`config.mk`:
```
export PLATFORM = sky130hd
export DESIGN_NAME = arct_timer
export DESIGN_NICKNAME = d
export VERILOG_FILES = /design/src/arct_pkg.sv /design/src/arct_timer.sv
export VERILOG_INCLUDE_DIRS = /design/src
export SDC_FILE = /design/constraint.sdc
export NUM_CORES = 1
export LEC_CHECK = 0
export BUFFER_PORTS_ARGS = -buffer_cell sky130_fd_sc_hd__buf_2
export CAP_MARGIN = 20
export CORE_UTILIZATION = 55
export DETAILED_ROUTE_END_ITERATION = 10
export GPL_ROUTABILITY_DRIVEN = 0
export GPL_TIMING_DRIVEN = 0
export PLACE_DENSITY_LB_ADDON = 0.25
export SYNTH_ARGS = -nofsm -noshare
export SYNTH_HDL_FRONTEND = slang
export SYNTH_SLANG_ARGS = --single-unit
```
`constraint.sdc`:
```
create_clock -name aclk -period 2.99 [get_ports aclk]
set_input_delay 0.598 -clock aclk [delete_from_list [all_inputs] [get_ports aclk]]
set_output_delay 0.598 -clock aclk [all_outputs]
set_load 0.005 [all_outputs]
```
`src/arct_params.svh`:
```
// Constants of the auto-reload capture timer: offsets, field positions, resets, counts.
// Assumes the includer wants only macros; no logic lives here.
// Notes on behaviour
// [RL1] Counter is two byte registers, one count.
// [RL2] Split selects one 16-bit or two 8-bit counters.
// [RL3] 16-bit wrap loads reload pair, sets high flag.
// [RL4] Timer interrupt enabled: request on each overflow.
// [RL5] Low irq enable adds request on low wrap.
// [RL6] Split: each byte reloads from own reload.
// [RL7] Split: run gates high byte only.
// [RL8] Fast bit picks system clock, else select table.
// [RL9] Comparator and external clock synchronised before use.
// [RL10] Split: each byte wrap sets its flag.
// [RL11] Split: high wrap requests, low if enabled.
// [RL12] Flags cleared only by software writes.
// [RL13] Capture enable selects capture mode, keep unsplit.
// [RL14] Capture on comparator edge or eight ext clocks.
// [RL15] Capture copies count to reload, sets flag.
// [RL16] Control register at index 0x91, resets zero.
// [RL17] 16-bit counts only when run; capture wraps free.
// [RL18] Writes act next edge; hardware set beats clear.
`ifndef ARCT_PARAMS_SVH
`define ARCT_PARAMS_SVH

`define ARCT_ADDR_W 12
`define ARCT_CTL_IDX 12'h091
`define ARCT_CTL_ADDR 12'h244
`define ARCT_CNT_LO_ADDR 12'h000
`define ARCT_CNT_HI_ADDR 12'h004
`define ARCT_RLD_LO_ADDR 12'h008
`define ARCT_RLD_HI_ADDR 12'h00c
`define ARCT_CLK_CTL_ADDR 12'h010
`define ARCT_IRQ_EN_ADDR 12'h014
`define ARCT_IRQ_STAT_ADDR 12'h018
`define ARCT_IRQ_MASK_ADDR 12'h01c

`define ARCT_CTL_RESET 8'h00
`define ARCT_IRQ_EN_BIT 7
`define ARCT_LO_FAST_BIT 0
`define ARCT_HI_FAST_BIT 1
`define ARCT_STAT_HI_BIT 0
`define ARCT_STAT_LO_BIT 1

`define ARCT_DIV12_LAST 4'hb
`define ARCT_DIV8_LAST 3'h7

`define ARCT_RESP_OKAY 2'h0
`define ARCT_RESP_SLVERR 2'h2

`endif

```
`src/arct_pkg.sv`:
```
// Types shared by the auto-reload capture timer.
// Assumes arct_params.svh supplies all numbers.
package arct_pkg;

  // Control byte, bit 7 first
  typedef struct packed {
    logic hi_flag;
    logic lo_flag;
    logic low_irq_en;
    logic cap_en;
    logic split;
    logic run;
    logic [1:0] ext_sel;
  } arct_ctl_type;

  typedef struct packed {
    logic [7:0] hi;
    logic [7:0] lo;
  } arct_word_type;

endpackage

```
`src/arct_timer.sv`:
```
// Auto-reload capture timer with an AXI4-Lite register slave and one level interrupt.
// Assumes comparator and external oscillator inputs are asynchronous to aclk.
//
// Decided for this implementation: the AXI4-Lite slave port and the placing of the registers.
`include "arct_params.svh"

module arct_timer (
  // Clock and reset
  input wire logic aclk,
  input wire logic aresetn,
  // AXI4-Lite write address
  input wire logic awvalid,
  output logic awready,
  input wire logic [`ARCT_ADDR_W-1:0] awaddr,
  input wire logic [2:0] awprot,
  // AXI4-Lite write data
  input wire logic wvalid,
  output logic wready,
  input wire logic [31:0] wdata,
  input wire logic [3:0] wstrb,
  // AXI4-Lite write response
  output logic bvalid,
  input wire logic bready,
  output logic [1:0] bresp,
  // AXI4-Lite read address
  input wire logic arvalid,
  output logic arready,
  input wire logic [`ARCT_ADDR_W-1:0] araddr,
  input wire logic [2:0] arprot,
  // AXI4-Lite read data
  output logic rvalid,
  input wire logic rready,
  output logic [31:0] rdata,
  output logic [1:0] rresp,
  // Asynchronous count sources
  input wire logic cmp1_in,
  input wire logic ext_osc_in,
  // Interrupt
  output logic irq
);

  // Bus state
  logic awready_q, wready_q, bvalid_q, arready_q, rvalid_q, irq_q;
  logic [1:0] bresp_q, rresp_q;
  logic [31:0] rdata_q;
  logic aw_have_q, w_have_q;
  logic [`ARCT_ADDR_W-1:0] waddr_q;
  logic [7:0] wbyte_q;
  logic wstrb0_q;

  // Timer state
  arct_pkg::arct_ctl_type ctl_q, ctl_d;
  arct_pkg::arct_word_type cnt_q, cnt_d, rld_q, rld_d;
  logic [1:0] clk_ctl_q;
  logic [7:0] irq_en_q;
  logic [1:0] stat_q, stat_d, mask_q;

  // Synchronisers and prescalers
  logic cmp_s1_q, cmp_s2_q, cmp_s3_q;
  logic ext_s1_q, ext_s2_q, ext_s3_q;
  logic [3:0] div12_q;
  logic [2:0] div8_q;

  // Write decode
  wire wr_go = aw_have_q && w_have_q && !bvalid_q;
  wire wr_en = wr_go && wstrb0_q;
  wire wr_ctl = wr_en && (waddr_q == `ARCT_CTL_ADDR);
  wire wr_cnt_lo = wr_en && (waddr_q == `ARCT_CNT_LO_ADDR);
  wire wr_cnt_hi = wr_en && (waddr_q == `ARCT_CNT_HI_ADDR);
  wire wr_rld_lo = wr_en && (waddr_q == `ARCT_RLD_LO_ADDR);
  wire wr_rld_hi = wr_en && (waddr_q == `ARCT_RLD_HI_ADDR);
  wire wr_clk = wr_en && (waddr_q == `ARCT_CLK_CTL_ADDR);
  wire wr_irq_en = wr_en && (waddr_q == `ARCT_IRQ_EN_ADDR);
  wire wr_stat = wr_en && (waddr_q == `ARCT_IRQ_STAT_ADDR);
  wire wr_mask = wr_en && (waddr_q == `ARCT_IRQ_MASK_ADDR);
  wire w_mapped = (waddr_q == `ARCT_CTL_ADDR) || (waddr_q == `ARCT_CNT_LO_ADDR) ||
                  (waddr_q == `ARCT_CNT_HI_ADDR) || (waddr_q == `ARCT_RLD_LO_ADDR) ||
                  (waddr_q == `ARCT_RLD_HI_ADDR) || (waddr_q == `ARCT_CLK_CTL_ADDR) ||
                  (waddr_q == `ARCT_IRQ_EN_ADDR) || (waddr_q == `ARCT_IRQ_STAT_ADDR) ||
                  (waddr_q == `ARCT_IRQ_MASK_ADDR);

  // Read decode
  wire rd_take = arvalid && arready_q;
  wire r_mapped = (araddr == `ARCT_CTL_ADDR) || (araddr == `ARCT_CNT_LO_ADDR) ||
                  (araddr == `ARCT_CNT_HI_ADDR) || (araddr == `ARCT_RLD_LO_ADDR) ||
                  (araddr == `ARCT_RLD_HI_ADDR) || (araddr == `ARCT_CLK_CTL_ADDR) ||
                  (araddr == `ARCT_IRQ_EN_ADDR) || (araddr == `ARCT_IRQ_STAT_ADDR) ||
                  (araddr == `ARCT_IRQ_MASK_ADDR);
  wire [7:0] rd_byte =
    (araddr == `ARCT_CTL_ADDR) ? ctl_q :
    (araddr == `ARCT_CNT_LO_ADDR) ? cnt_q.lo :
    (araddr == `ARCT_CNT_HI_ADDR) ? cnt_q.hi :
    (araddr == `ARCT_RLD_LO_ADDR) ? rld_q.lo :
    (araddr == `ARCT_RLD_HI_ADDR) ? rld_q.hi :
    (araddr == `ARCT_CLK_CTL_ADDR) ? {6'h00, clk_ctl_q} :
    (araddr == `ARCT_IRQ_EN_ADDR) ? irq_en_q :
    (araddr == `ARCT_IRQ_STAT_ADDR) ? {6'h00, stat_q} :
    (araddr == `ARCT_IRQ_MASK_ADDR) ? {6'h00, mask_q} : 8'h00;

  // Source ticks; only the second and third stages feed logic [RL9]
  wire cmp_rise = cmp_s2_q && !cmp_s3_q;
  wire ext_rise = ext_s2_q && !ext_s3_q;
  wire div12_tick = (div12_q == `ARCT_DIV12_LAST);
  wire ext8_tick = ext_rise && (div8_q == `ARCT_DIV8_LAST);
  wire ext_tick = (ctl_q.ext_sel == 2'h1) ? ext8_tick :
                  (ctl_q.ext_sel == 2'h3) ? cmp_rise : div12_tick; // [RL8]
  wire [1:0] tick;

  genvar g;
  generate
    for (g = 0; g < 2; g++) begin : g_tick
      assign tick[g] = clk_ctl_q[g] ? 1'b1 : ext_tick; // [RL8]
    end
  endgenerate

  // Capture trigger: upper select bit low picks the comparator [RL14]
  wire cap_ev = ctl_q.cap_en && (ctl_q.ext_sel[1] ? ext8_tick : cmp_rise);

  // Counting terms
  wire mode16 = !ctl_q.split || ctl_q.cap_en;
  wire step16 = mode16 && ctl_q.run && tick[`ARCT_LO_FAST_BIT]; // [RL17]
  wire wrap16 = step16 && (cnt_q == 16'hffff);
  wire step_lo = ctl_q.split && !ctl_q.cap_en && tick[`ARCT_LO_FAST_BIT]; // [RL7]
  wire step_hi = ctl_q.split && !ctl_q.cap_en && ctl_q.run && tick[`ARCT_HI_FAST_BIT];
  wire wrap_lo = (step16 || step_lo) && (cnt_q.lo == 8'hff);
  wire wrap_hi8 = step_hi && (cnt_q.hi == 8'hff);
  wire hi_ev = wrap16 || wrap_hi8 || cap_ev; // [RL3] [RL10] [RL15]
  wire tmr_irq_on = irq_en_q[`ARCT_IRQ_EN_BIT];
  wire req_hi = hi_ev && tmr_irq_on; // [RL4] [RL11]
  wire req_lo = wrap_lo && tmr_irq_on && ctl_q.low_irq_en; // [RL5] [RL11]

  // Counter next value
  always_comb begin
    cnt_d = cnt_q;
    if (step16) begin
      if (cnt_q == 16'hffff) begin
        cnt_d = ctl_q.cap_en ? 16'h0000 : rld_q; // [RL3] [RL17]
      end else begin
        cnt_d = cnt_q + 16'h0001;
      end
    end else begin
      if (step_lo) begin
        cnt_d.lo = (cnt_q.lo == 8'hff) ? rld_q.lo : cnt_q.lo + 8'h01; // [RL6]
      end
      if (step_hi) begin
        cnt_d.hi = (cnt_q.hi == 8'hff) ? rld_q.hi : cnt_q.hi + 8'h01; // [RL6]
      end
    end
    // Software writes override the count in the same edge [RL18]
    if (wr_cnt_lo) begin
      cnt_d.lo = wbyte_q;
    end
    if (wr_cnt_hi) begin
      cnt_d.hi = wbyte_q;
    end
  end

  // Reload, control and status next values
  always_comb begin
    rld_d = rld_q;
    if (cap_ev) begin
      rld_d = cnt_q; // [RL15]
    end
    if (wr_rld_lo) begin
      rld_d.lo = wbyte_q;
    end
    if (wr_rld_hi) begin
      rld_d.hi = wbyte_q;
    end
    ctl_d = ctl_q;
    if (wr_ctl) begin
      ctl_d = arct_pkg::arct_ctl_type'(wbyte_q); // [RL13]
    end
    // Hardware set wins over a clearing write; no hardware clear [RL12] [RL18]
    ctl_d.hi_flag = ctl_d.hi_flag || hi_ev;
    ctl_d.lo_flag = ctl_d.lo_flag || wrap_lo; // [RL10]
    stat_d = stat_q;
    if (wr_stat) begin
      stat_d = stat_q & ~wbyte_q[1:0];
    end
    stat_d[`ARCT_STAT_HI_BIT] = stat_d[`ARCT_STAT_HI_BIT] || req_hi;
    stat_d[`ARCT_STAT_LO_BIT] = stat_d[`ARCT_STAT_LO_BIT] || req_lo;
  end

  // Timer registers
  always_ff @(posedge aclk) begin
    if (!aresetn) begin
      ctl_q <= `ARCT_CTL_RESET; // [RL16]
      cnt_q <= 16'h0000;
      rld_q <= 16'h0000;
      clk_ctl_q <= 2'h0;
      irq_en_q <= 8'h00;
      stat_q <= 2'h0;
      mask_q <= 2'h0;
      irq_q <= 1'b0;
    end else begin
      ctl_q <= ctl_d;
      cnt_q <= cnt_d; // [RL1] [RL2]
      rld_q <= rld_d;
      stat_q <= stat_d;
      irq_q <= |(stat_d & mask_q);
      if (wr_clk) begin
        clk_ctl_q <= wbyte_q[1:0];
      end
      if (wr_irq_en) begin
        irq_en_q <= wbyte_q;
      end
      if (wr_mask) begin
        mask_q <= wbyte_q[1:0];
      end
    end
  end

  // Synchronisers and prescalers [RL9]
  always_ff @(posedge aclk) begin
    if (!aresetn) begin
      {cmp_s1_q, cmp_s2_q, cmp_s3_q} <= 3'h0;
      {ext_s1_q, ext_s2_q, ext_s3_q} <= 3'h0;
      div12_q <= 4'h0;
      div8_q <= 3'h0;
    end else begin
      {cmp_s1_q, cmp_s2_q, cmp_s3_q} <= {cmp1_in, cmp_s1_q, cmp_s2_q};
      {ext_s1_q, ext_s2_q, ext_s3_q} <= {ext_osc_in, ext_s1_q, ext_s2_q};
      div12_q <= div12_tick ? 4'h0 : div12_q + 4'h1;
      if (ext_rise) begin
        div8_q <= div8_q + 3'h1;
      end
    end
  end

  // Write channel: address and data taken in either order, one write at a time.
  // Ready drops once a beat is held so a second beat cannot overwrite it.
  always_ff @(posedge aclk) begin
    if (!aresetn) begin
      awready_q <= 1'b0;
      wready_q <= 1'b0;
      aw_have_q <= 1'b0;
      w_have_q <= 1'b0;
      waddr_q <= '0;
      wbyte_q <= 8'h00;
      wstrb0_q <= 1'b0;
      bvalid_q <= 1'b0;
      bresp_q <= `ARCT_RESP_OKAY;
    end else begin
      awready_q <= !aw_have_q && !(awvalid && awready_q) && !bvalid_q && !wr_go;
      wready_q <= !w_have_q && !(wvalid && wready_q) && !bvalid_q && !wr_go;
      if (awvalid && awready_q) begin
        aw_have_q <= 1'b1;
        waddr_q <= awaddr;
      end
      if (wvalid && wready_q) begin
        w_have_q <= 1'b1;
        wbyte_q <= wdata[7:0];
        wstrb0_q <= wstrb[0];
      end
      if (wr_go) begin
        aw_have_q <= 1'b0;
        w_have_q <= 1'b0;
        bvalid_q <= 1'b1;
        bresp_q <= w_mapped ? `ARCT_RESP_OKAY : `ARCT_RESP_SLVERR;
      end else if (bvalid_q && bready) begin
        bvalid_q <= 1'b0;
      end
    end
  end

  // Read channel: one read at a time, answer one edge after the address
  always_ff @(posedge aclk) begin
    if (!aresetn) begin
      arready_q <= 1'b0;
      rvalid_q <= 1'b0;
      rdata_q <= 32'h0000_0000;
      rresp_q <= `ARCT_RESP_OKAY;
    end else begin
      arready_q <= !rvalid_q && !rd_take;
      if (rd_take) begin
        rvalid_q <= 1'b1;
        rdata_q <= {24'h00_0000, rd_byte};
        rresp_q <= r_mapped ? `ARCT_RESP_OKAY : `ARCT_RESP_SLVERR;
      end else if (rvalid_q && rready) begin
        rvalid_q <= 1'b0;
      end
    end
  end

  assign awready = awready_q;
  assign wready = wready_q;
  assign bvalid = bvalid_q;
  assign bresp = bresp_q;
  assign arready = arready_q;
  assign rvalid = rvalid_q;
  assign rdata = rdata_q;
  assign rresp = rresp_q;
  assign irq = irq_q;
endmodule

```
# Word-level counts from Yosys, hierarchy flattened
# Index checks and enable logic that the tools add are counted.
# totals
register_bits,108
latch_bits,0
ramBits,0
rom_bits,0
input_bits,75
out_inout_bits,42
elab_cells,190
memories,0
# classes
add_sub_neg,5
n_mul,0
div_mod_pow,0
order_cmp,0
n_eq_ne,23
shifts,0
n_mux,34
n_bitwise,4
reduce_logical,87
# op_table
cell,n
2-to-1 mux 8 bit,16
== test 12 x 5 -> 1 bit (second input constant),8
2-to-1 mux 16 bit,4
== test 12 x 4 -> 1 bit (second input constant),4
logical AND 1 bit,40
== test 12 x 10 -> 1 bit (second input constant),2
== test 12 x 3 -> 1 bit (second input constant),2
zero test 12 bit,2
logical OR 1 bit,24
adder 16 x 1 -> 16 bit (second input constant),1
adder 8 x 1 -> 8 bit (second input constant),2
== test 16 bit (second input constant),1
== test 8 bit (second input constant),2
zero test 1 bit,12
2-to-1 mux 2 bit,5
2-to-1 mux 1 bit,9
nonzero test 2 bit,4
nonzero test 3 bit,2
OR reduction 2 bit,3
adder 4 x 1 -> 4 bit (second input constant),1
AND 2 bit,2
== test 4 bit (second input constant),1
adder 3 x 1 -> 3 bit (second input constant),1
== test 3 bit (second input constant),1
4 further kinds,4

# Logic depth before layout (Yosys ltp)
# Gate-level depths: netlist of the first run.
# logic_depth
word_depth,13
mapped_depth,9
ltp_nobuf,8

# Worst setup path after synthesis of the first run
# Ideal clock, no wire load.
# synth_path
path_type,input port to flip-flop
startpoint,input araddr[2]
endpoint,register rdata_q[1] (netlist: rdata[1])
setup_time_ps,121
arrival_time_ps,2252
required_time_ps,2869
slack_ps,616
cell_stages,7
path_cell_list,buf_6 -> or4b_4 -> or4_4 -> or2_1 -> buf_6 -> o221ai_1 -> o21ai_1
# synth_between
elab_chain_cells,10
elab_cells_between_ends,18
classes_between,8 x eq/ne; 9 x mux; 1 x reduce/logical
# synth_rtl
item,line,rtl
start: declaration,arct_timer.sv:28,"input wire logic [`ARCT_ADDR_W-1:0] araddr,"
== test 12 x 5 -> 1 bit (no line),-,
2-to-1 mux 2 bit,arct_timer.sv:98,"(araddr == `ARCT_IRQ_MASK_ADDR) ? {6'h00, mask_q} : 8'h00;"
2-to-1 mux 2 bit,arct_timer.sv:97,"(araddr == `ARCT_IRQ_STAT_ADDR) ? {6'h00, stat_q} :"
2-to-1 mux 8 bit,arct_timer.sv:96,(araddr == `ARCT_IRQ_EN_ADDR) ? irq_en_q :
2-to-1 mux 8 bit,arct_timer.sv:95,"(araddr == `ARCT_CLK_CTL_ADDR) ? {6'h00, clk_ctl_q} :"
2-to-1 mux 8 bit,arct_timer.sv:94,(araddr == `ARCT_RLD_HI_ADDR) ? rld_q.hi :
2-to-1 mux 8 bit,arct_timer.sv:93,(araddr == `ARCT_RLD_LO_ADDR) ? rld_q.lo :
2-to-1 mux 8 bit,arct_timer.sv:92,(araddr == `ARCT_CNT_HI_ADDR) ? cnt_q.hi :
2-to-1 mux 8 bit,arct_timer.sv:91,(araddr == `ARCT_CNT_LO_ADDR) ? cnt_q.lo :
2-to-1 mux 8 bit (*),arct_timer.sv:90,(araddr == `ARCT_CTL_ADDR) ? ctl_q :
end signal: assignment,arct_timer.sv:278,"rdata_q <= {24'h00_0000, rd_byte};"
end: declaration,arct_timer.sv:45,logic [31:0] rdata_q;
# Mark *: on every way between the ends. The rest lies on a longest branch, timed or not.
# A chain may end at the register's enable or synchronous reset.

# Final worst setup path of the first run
# layout_path
startpoint,register div8_q[0]
endpoint,register cnt_q[8] in the netlist's numbering
# layout_between
elab_chain_cells,7
elab_cells_between_ends,10
classes_between,1 x eq/ne; 5 x mux; 4 x reduce/logical
# layout_rtl
item,line,rtl
start: declaration,arct_timer.sv:62,logic [2:0] div8_q;
start signal: assignment,arct_timer.sv:226,div8_q <= div8_q + 3'h1;
== test 3 bit (no line) (*),-,
logical AND 1 bit (*),arct_timer.sv:104,wire ext8_tick = ext_rise && (div8_q == `ARCT_DIV8_LAST);
2-to-1 mux 1 bit (*),arct_timer.sv:105,wire ext_tick = (ctl_q.ext_sel == 2'h1) ? ext8_tick :
2-to-1 mux 1 bit,arct_timer.sv:112,assign tick[g] = clk_ctl_q[g] ? 1'b1 : ext_tick;
logical AND 1 bit,arct_timer.sv:121,wire step16 = mode16 && ctl_q.run && tick[`ARCT_LO_FAST_BIT];
2-to-1 mux 16 bit,arct_timer.sv:135,if (step16) begin
2-to-1 mux 8 bit,arct_timer.sv:153,if (wr_cnt_hi) begin
end signal: assignment,arct_timer.sv:198,cnt_q <= cnt_d;
end: declaration,arct_timer.sv:53,"arct_pkg::arct_word_type cnt_q, cnt_d, rld_q, rld_d;"
# Marks and branches as above.

==> results.ini, run 1 <==
[status]
status=complete, no violations

[cells_and_area]
area_growth_syn_to_layout_pct=12.1
nets=909
final_common_cell=nand2_1
fillers=930
diodes=0
layout-drive-gt1-share_pct=15.1
most-common-layout-cells=nand2_1, dfxtp_1, nor2_1
stdcell_count=970

[yosys]
async_flop_share_pct=0
avgSynthCellArea_sq_um=7.92
yosys.area.top_type=dfxtp_1
ys_top_cells_by_area=dfxtp_1, nand2_1, a21oi_1
synth-seq-area-share_pct=36.3
yosysWarnings=0
syn_area_sq_um=5840
ys.flop_type=dfxtp_1
yosysUniqueCellTypes=75
synth-edff-count=0
yosys.area.top_type_share_pct=36.3
synth_cells=738
yosys_register_bits=106

[sta]
rsz0062_at_grt=no
drv_slew=0
slew_headroom_pct=45.0
tightest_slew_ps=825
period_share_pct=89.9
final_hold_viol_count=0
fin_crit_ps=2690
skew_ps=12.3
setup_viol=0
finalSetupTns_ps=0
setup_slack_ps=302
timing.fmax_ghz=0.372

[hold_path]
hold_path.class=input port to flip-flop

[routing]
wirelength_mm=17.6
drt.antenna.violating_nets=0
drt_iter0_markers=818
post_drt_wl_per_cell_um=18.2
dr.pass1.iters=8
drc=0
num_vias=6089
via_per_inst=6.28

[worst_setup_path]
cp_max_fo=8
startpoint_type=flip-flop
path_buf_inv=0
crit_chain=ha_1 -> ha_1 -> nor4bb_1 -> nor4_1 -> nor2_1 -> a211oi_1 -> a211oi_1 -> o32ai_1
slowest_stage=nor4_1
worstSetupPathType=flip-flop to flip-flop
worstPathRequired_ps=3280
cp.arrival_ps=2980
slowest_delay_ps=690
cp-end-kind=flip-flop
crit_family=simple AND/OR/NAND/NOR gates

[clock_network]
cts_resized=0
postCtsHoldBufs=0
cts-root-buf=clkbuf_8
cts.path.max_buffers=2
cts_tree=yes
cts_buffers=9
path_clk_slew_ps=100
cts.sinks=106
clk_latency_ps=380
htreeDepth=3
post_cts_buffers=0

[power_and_ir_drop]
p_leak_nw=2.61
vdd_ir_drop_max_mv=0.452
p_per_area_nw_per_um2=385

[place]
dp_cells=954
portBuffers=55
dp_hpwl_mm=13.1
pre_cts_slack_ps=349

[job]
drv_cap=0

[global_route]
gr-total-overflow=0
grt_pass1_wl_mm=28.5
grt_max_degree=18
grt.total_usage_pct=33.0
grt_pass1_vias=5645
antenna_found_initial=0

[die]
fp.dieW_um=105
row_count=37
pin_count=117
dieArea_sq_um=11000
initial_core_util_pct=56.6
die_height_um=105
core_region_area_sq_um=10300

==> power breakdown <==
| group | switching [mW] | leakage, nW | internal (mW) |
|---|---|---|---|
| logic | 0.141 | 1.67 | 0.0998 |
| clock network | 0.503 | 0.0810 | 0.300 |
| registers | 0.0337 | 0.859 | 1.44 |
| total | 0.678 | 2.61 | 1.84 |
==> worst reg2reg max path, cell delays in order, from the launching register on <==
cell and delay, ps:
dfxtp_1 330, ha_1 190, ha_1 200, nor4bb_1 160, nor4_1 690, nor2_1 360
a211oi_1 320, a211oi_1 80, o32ai_1 270
==> cells in the mapped netlist, types with 12 or more instances <==
| library cell | n |
|---|---|
| buf_2 | 12 |
| a21oi_1 | 68 |
| buf_4 | 26 |
| nor3_1 | 20 |
| nor2_1 | 69 |
| a211oi_1 | 25 |
| nand3_1 | 18 |
| nand2_1 | 108 |
| mux2i_1 | 27 |
| dfxtp_1 | 106 |
| clkbuf_1 | 30 |
| o21ai_0 | 32 |
==> final cells by class <==
class                      count  area, sq um  area share [%]
timing repair buffer          55          275            4.20
tap                          136          170            2.60
buffer                        72          398            6.07
inverter                       7         26.3           0.401
clock buffer                   9          124            1.89
sequential                   106         2120            32.4
multi-input combinational    578         3390            51.7
clock inverter                 7         46.3           0.707
==> worst paths after layout <==
path / cells after the start / slack, ps / end / startpoint
min: 2 / 430 / cmp_s1_q / cmp1_in
min reg2reg: 2 / 450 / rdata[4] / rdata[4]
max reg2reg: 8 / 300 / cnt_q[8] / div8_q[0]
max: 8 / 300 / cnt_q[8] / div8_q[0]
==> kinds of logic after synthesis <==
family,after synthesis,synth area share [%]
AND/OR/NAND/NOR,301,25.9
AO/OA/AOI/OAI,206,22.3
flip-flops,106,36.3
buffers and inverters,79,7.26
multiplexers,29,5.46
XOR/XNOR,11,1.65
adder cells (fa/ha/maj),5,1.07
other,1,0.0642
==> metal layers <==
| metal | wire, um | share of wire (%) | global-route usage [%] | vias to the layer above |
|---|---|---|---|---|
| li1 | - | - | - | 2831 |
| met5 | 0 | 0 | 0 | - |
| met2 | 7780 | 44 | 51.5 | 428 |
| met3 | 2110 | 12 | 7.86 | 86 |
| met1 | 6780 | 38 | 42.0 | 2744 |
| met4 | 966 | 5.5 | 17.9 | 0 |
==> per-stage QoR <==
stage	total power [mW]	instance area [sq um]	hold WS [ps]	utilization, %
floorplan	1.65	5940	412	-
global placement	1.73	6380	419	61.8
detailed placement	1.74	6380	431	61.8
CTS	2.52	6550	425	63.5
global route	2.61	6550	433	63.5
finish	2.52	6550	429	63.5
==> sequential cells by signal, indices dropped and copies added (netlist names), 2 cells and up <==
| signal | flops |
|---|---|
| wbyte_q | 8 |
| waddr_q | 12 |
| irq_en_q | 8 |
| div8_q | 3 |
| clk_ctl_q | 2 |
| mask_q | 2 |
| div12_q | 4 |
| cnt_q | 16 |
| ctl_q | 8 |
| stat_q | 2 |
| rdata | 8 |
| rld_q | 16 |
Power figures use the tool's default switching activity.
==> run 2: changes to the inputs <==
--- a/config.mk
+++ b/config.mk
@@ -6,13 +6,14 @@
 export SDC_FILE = /design/constraint.sdc
 export NUM_CORES = 1
 export LEC_CHECK = 0
-export BUFFER_PORTS_ARGS = -buffer_cell sky130_fd_sc_hd__buf_2
 export CAP_MARGIN = 20
 export CORE_UTILIZATION = 55
 export DETAILED_ROUTE_END_ITERATION = 10
+export DONT_BUFFER_PORTS = 1
 export GPL_ROUTABILITY_DRIVEN = 0
 export GPL_TIMING_DRIVEN = 0
 export PLACE_DENSITY_LB_ADDON = 0.25
+export RECOVER_POWER = 25
 export SYNTH_ARGS = -nofsm -noshare
 export SYNTH_HDL_FRONTEND = slang
 export SYNTH_SLANG_ARGS = --single-unit
==> constraint.sdc (replaced) <==
create_clock -name aclk -period 2.41 [get_ports aclk]
set_input_delay 0.482 -clock aclk [delete_from_list [all_inputs] [get_ports aclk]]
set_output_delay 0.482 -clock aclk [all_outputs]
set_load 0.005 [all_outputs]
==> results.ini, run 2 (synthesis gave the netlist of run 1 again) <==
[power_and_ir_drop]
fin_total_pwr_mw=3.45  ; +37%
p_per_area_nw_per_um2=532  ; +38%
vdd_ir_drop_max_mv=0.477  ; +5.5%
p_leak_nw=2.44  ; -6.5%

[status]
status=complete, no violations

[worst_setup_path]
cp_max_fo=8  ; unchanged
slowest_stage=or4b_2
crit_chain=or4b_2 -> or3_1 -> clkbuf_1 -> nand2_2 -> o21bai_1 -> o21ai_0
startpoint_type=flip-flop
worstPathRequired_ps=2660  ; -620 ps
worstSetupPathType=flip-flop to flip-flop
cp.arrival_ps=2570  ; -410 ps
slowest_delay_ps=740  ; +50 ps
ff2ff_setup_slack_ps=90  ; -220 ps
cp-end-kind=flip-flop

[sta]
skew_ps=11.6  ; -0.730 ps
slew_headroom_pct=48.2  ; +3.3 points
finalSetupTns_ps=0  ; unchanged
drv_slew=0  ; unchanged
timing.fmax_ghz=0.430  ; +16%
fin_crit_ps=2320  ; -364 ps
period_share_pct=96.5  ; +6.5 points
final_hold_viol_count=0  ; unchanged
setup_viol=0  ; unchanged
tightest_slew_ps=769  ; -56.0 ps
rsz0062_at_grt=yes
hold_slack_ps=219  ; -210 ps

[routing]
drc=0  ; unchanged
wirelength_mm=17.6  ; about the same
via_per_inst=6.39  ; +1.8%
drt.antenna.violating_nets=0  ; unchanged
drt_iter0_markers=681  ; -17%
post_drt_wl_per_cell_um=19.2  ; +5.7%
dr.pass1.iters=6  ; -2
num_vias=5869  ; -3.6%

[die]
initial_core_util_pct=56.6  ; unchanged
die_height_um=105  ; unchanged
fp.dieW_um=105  ; unchanged
pin_count=117  ; unchanged
row_count=37  ; unchanged
dieArea_sq_um=11000  ; unchanged
core_region_area_sq_um=10300  ; unchanged

[global_route]
grt_pass1_wl_mm=27.1  ; -4.8%
antenna_found_initial=0  ; unchanged
gr-total-overflow=0  ; unchanged
grt_max_degree=19  ; +1
grt_pass1_vias=5336  ; -5.5%
grt.total_usage_pct=31.6  ; -1.4 points

[clock_network]
cts.path.max_buffers=2  ; unchanged
path_clk_slew_ps=110  ; about the same
htreeDepth=3  ; unchanged
clk_latency_ps=390  ; about the same
cts_buffers=9  ; unchanged
cts.sinks=106  ; unchanged
cts_tree=yes
cts-root-buf=clkbuf_8

[cells_and_area]
post-route-util_pct=62.8  ; -0.70 points
diodes=0  ; unchanged
nets=857  ; -5.7%
reg.largest.list=cnt_q: 16 flops, rld_q: 16 flops, waddr_q: 12 flops
area_growth_syn_to_layout_pct=10.9
final_common_cell=nand2_1
most-common-layout-cells=nand2_1, dfxtp_1, nor2_1
layout-drive-gt1-share_pct=11.8  ; -3.3 points

[job]
drv_cap=0  ; unchanged

[hold_path]
hold_path.class=input port to flip-flop

[place]
portBuffers=0  ; -100%
dp_hpwl_mm=12.9  ; -1.6%

==> run 2: changes by cell type in the layout (fill, tap and decap cells not counted), sizes merged <==
cell,previous run,this run
clkinv,4,2
clkbuf,39,36
clkinvlp,3,0
inv,7,9
buf,97,48
bufinv,0,3
==> run 2: repair_timing <==
action / 4_1_cts / 5_1_grt
setup endpoints to repair: 16 / 24
resized for setup: 9 / 16
hold buffers: 0 / 0
endpoints found under the hold margin: 0 / 0
buffers inserted: 0 / 5
pin swaps: 1 / 4
==> run 2: metal layers <==
layer  part of all wire [%]  GRT usage [%]  vias up
met5                      0              0        -
met4                    5.8           17.7        0
met3                     11           6.49       93
met2                     45           49.6      382
met1                     38           40.4     2678
li1                       -              -     2716
==> run 2: critical path, delay by kind of cell, from the launching register on <==
family	cells	cell delay (ps)
buffers and inverters	1	230
AO/OA/AOI/OAI	2	240
flip-flops	1	380
AND/OR/NAND/NOR	3	1320
==> run 2: where the power goes <==
| group | internal, mW | switching, mW | total (mW) |
|---|---|---|---|
| clock | 0.701 | 0.661 | 1.36 |
| combinational | 0.0962 | 0.149 | 0.245 |
| sequential | 1.79 | 0.0491 | 1.84 |
| total | 2.59 | 0.859 | 3.45 |
==> run 2: metrics by stage <==
stage | cells | area, sq um | setup WS, ps
floorplan | 763 | 5940 | 152
global placement | 899 | 6110 | -170
detailed placement | 899 | 6110 | -250
CTS | 915 | 6390 | 15.8
global route | 918 | 6480 | -14.8
finish | 918 | 6480 | 85.4
==> run 2: worst paths after layout <==
path              start   endpoint  cells after the start
max          waddr_q[0]  cnt_q[13]                      6
min            wstrb[0]   wstrb0_q                      2
max reg2reg  waddr_q[0]  cnt_q[13]                      6
min reg2reg    cmp_s1_q   cmp_s2_q                      1
==> run 2: area by class of cell <==
class / count / area, sq um
inverters: 7 / 26.3
multi-input cells: 578 / 3480
clock buffers: 9 / 124
flip-flops and latches: 106 / 2120
repair buffers: 5 / 37.5
plain buffers: 70 / 392
well taps: 136 / 170
clock inverters: 7 / 125
fillers: 924 / 3840
==> run 3: changes to the inputs <==
--- a/config.mk
+++ b/config.mk
@@ -7,13 +7,14 @@
 export NUM_CORES = 1
 export LEC_CHECK = 0
 export CAP_MARGIN = 20
+export CORE_ASPECT_RATIO = 0.9
 export CORE_UTILIZATION = 55
 export DETAILED_ROUTE_END_ITERATION = 10
 export DONT_BUFFER_PORTS = 1
-export GPL_ROUTABILITY_DRIVEN = 0
 export GPL_TIMING_DRIVEN = 0
 export PLACE_DENSITY_LB_ADDON = 0.25
 export RECOVER_POWER = 25
 export SYNTH_ARGS = -nofsm -noshare
 export SYNTH_HDL_FRONTEND = slang
 export SYNTH_SLANG_ARGS = --single-unit
+export TNS_END_PERCENT = 20
==> results.ini, run 3 (synthesis gave the netlist of run 1 again) <==
[status]
status=complete, no violations

[global_route]
met1_usage_pct=45.6  ; +5.2 points
gr-usage-met3_pct=6.16  ; -0.33 points
grtUsageMet2_pct=56.0  ; +6.4 points
grt_max_degree=19  ; unchanged
grt_pass1_vias=5401  ; +1.2%
antenna_found_initial=0  ; unchanged
grt.total_usage_pct=34.1  ; +2.5 points
grt_busiest_layer=met2
gr-total-overflow=0  ; unchanged
grt_pass1_wl_mm=29.3  ; +8.1%

[routing]
dr.pass1.iters=6  ; unchanged
via_per_inst=6.47  ; +1.2%
drt_iter0_markers=852  ; +25%
drt.antenna.violating_nets=0  ; unchanged
post_drt_wl_per_cell_um=20.8  ; +8.2%
wirelength_mm=18.9  ; +7.2%
num_vias=5882  ; +0.22%
drc=0  ; unchanged

[cells_and_area]
area_growth_syn_to_layout_pct=11.7
fillers=930  ; +0.65%
final_common_cell=nand2_1
layout-drive-gt1-share_pct=11.5  ; -0.23 points
nets=856  ; -0.12%
seq_area_sq_um=2120  ; unchanged
stdcell_count=909  ; -0.98%
multi_input_area_sq_um=3510  ; +0.79%
reg.largest.list=cnt_q: 16 flops, rld_q: 16 flops, waddr_q: 12 flops
diodes=0  ; unchanged
most-common-layout-cells=nand2_1, dfxtp_1, nor2_1, a21oi_1, o21ai_0

[worst_setup_path]
reg2reg_from=div8_q[0]
cp_max_fo=7  ; -1
worstPathRequired_ps=2630  ; -30 ps
cp-end-kind=flip-flop
reg2reg_to=irq
ff2ff_setup_slack_ps=60  ; -30 ps
worstSetupPathType=flip-flop to flip-flop
cp.arrival_ps=2580  ; about the same
reg2reg_depth=8  ; +2
startpoint_type=flip-flop

[sta]
timing.fmax_ghz=0.425  ; -1.3%
tightest_slew_ps=847  ; +78.2 ps
fin_crit_ps=2350  ; +30.1 ps
skew_ps=10.7  ; -0.855 ps
final_hold_viol_count=0  ; unchanged
period_share_pct=97.7  ; +1.2 points
rsz0062_at_grt=yes
drv_slew=0  ; unchanged
setup_viol=0  ; unchanged
setup_slack_ps=55.3  ; -30.1 ps
slew_headroom_pct=43.0  ; -5.3 points
hold_slack_ps=256  ; +36.2 ps

[hold_path]
holdCritStartpoint=awaddr[2]
hold_path.class=input port to flip-flop
hold_end=waddr_q[2]
min_path_cells=2  ; unchanged

[power_and_ir_drop]
p_leak_nw=2.46  ; +0.81%
vdd_ir_drop_max_mv=0.403  ; -15%
p_clk_share_pct=40.9  ; +1.4 points
switching_share_pct=25.6  ; +0.65 points
p_switching_mw=0.903  ; +5.1%
intPower_mw=2.63  ; +1.5%
p_seq_share_pct=52.1  ; -1.3 points
p_per_area_nw_per_um2=541  ; +1.7%
pwr-share-comb_pct=7.0  ; about the same

[clock_network]
htreeDepth=3  ; unchanged
cts.path.max_buffers=2  ; unchanged
clk_latency_ps=350  ; -40 ps
cts-root-buf=clkbuf_16
path_clk_slew_ps=80  ; -30 ps
cts.sinks=106  ; unchanged
cts_tree=yes
cts_buffers=9  ; unchanged

[place]
dp_hpwl_mm=14.0  ; +8.1%
place_congestion=0.946
pre_cts_slack_ps=-399  ; -149 ps
dp_cells=892  ; -0.78%
portBuffers=0  ; unchanged

[die]
die_height_um=99.8  ; -5.0%
fp.dieW_um=111  ; +5.3%
dieArea_sq_um=11000  ; about the same
initial_core_util_pct=56.8  ; +0.18 points
pin_count=117  ; unchanged
row_count=35  ; -5.4%
core_region_area_sq_um=10300  ; -0.32%

[job]
drv_cap=0  ; unchanged

==> run 3: area by class of cell <==
class	count	area share [%]
well taps	129	2.47
multi-input cells	578	53.7
clock buffers	10	3.66
repair buffers	4	0.460
plain buffers	70	6.00
clock inverters	5	0.690
flip-flops and latches	106	32.6
inverters	7	0.403
==> run 3: how the worst max path moves through the flow <==
stage	from	to	slack, ps	cells past startpoint
2_1_floorplan	araddr[2]	rdata[1]	150	7
5_1_grt	waddr_q[5]	cnt_q[10]	-20	7
3_5_place_dp	cnt_q[0]	cnt_q[7]	-400	9
3_3_place_gp	cnt_q[0]	cnt_q[7]	-390	9
4_1_cts	div8_q[0]	cnt_q[15]	-30	8
6_report	div8_q[0]	irq	60	8
==> run 3: per-layer routing <==
| metal | vias up | wire length, um |
|---|---|---|
| met1 | 2769 | 7970 |
| met2 | 340 | 8590 |
| li1 | 2712 | - |
| met5 | - | 0 |
| met4 | 0 | 522 |
| met3 | 61 | 1810 |
==> run 3: power by group through the flow <==
| stage | clock network, mW | logic (mW) | registers (mW) |
|---|---|---|---|
| 6_report | 1.44 | 0.248 | 1.84 |
| 3_3_place_gp | 0 | 0.240 | 1.87 |
| 3_5_place_dp | 0 | 0.245 | 1.87 |
| 4_1_cts | 1.45 | 0.246 | 1.83 |
| 2_1_floorplan | 0 | 0.193 | 1.86 |
| 5_1_grt | 1.52 | 0.272 | 1.84 |
==> run 3: metrics by stage <==
step	power (mW)	cell area, sq um	TNS, ps	utilization (%)
finish	3.53	6530	0	63.4
global route	3.63	6530	-19.3	63.4
CTS	3.53	6430	-52.1	62.5
detailed placement	2.12	6100	-5370	59.2
global placement	2.11	6100	-5060	59.2
floorplan	2.05	5940	0	-
==> run 3: timing repair <==
item / CTS / global route
setup endpoints to repair: 19 / 27
hold buffers: 0 / 0
gates resized for setup: 12 / 16
gates cloned: 0 / 0
setup buffers: 0 / 4
pin swaps: 0 / 6
==> run 3: critical path, cell delays in order (launching register included) <==
cell and delay [ps]:
dfxtp_1 320, ha_1 200, ha_1 200, nor4bb_4 170, o21ai_1 290, a21o_1 330, o21ai_0 140, a21boi_1 430
o21ai_1 150
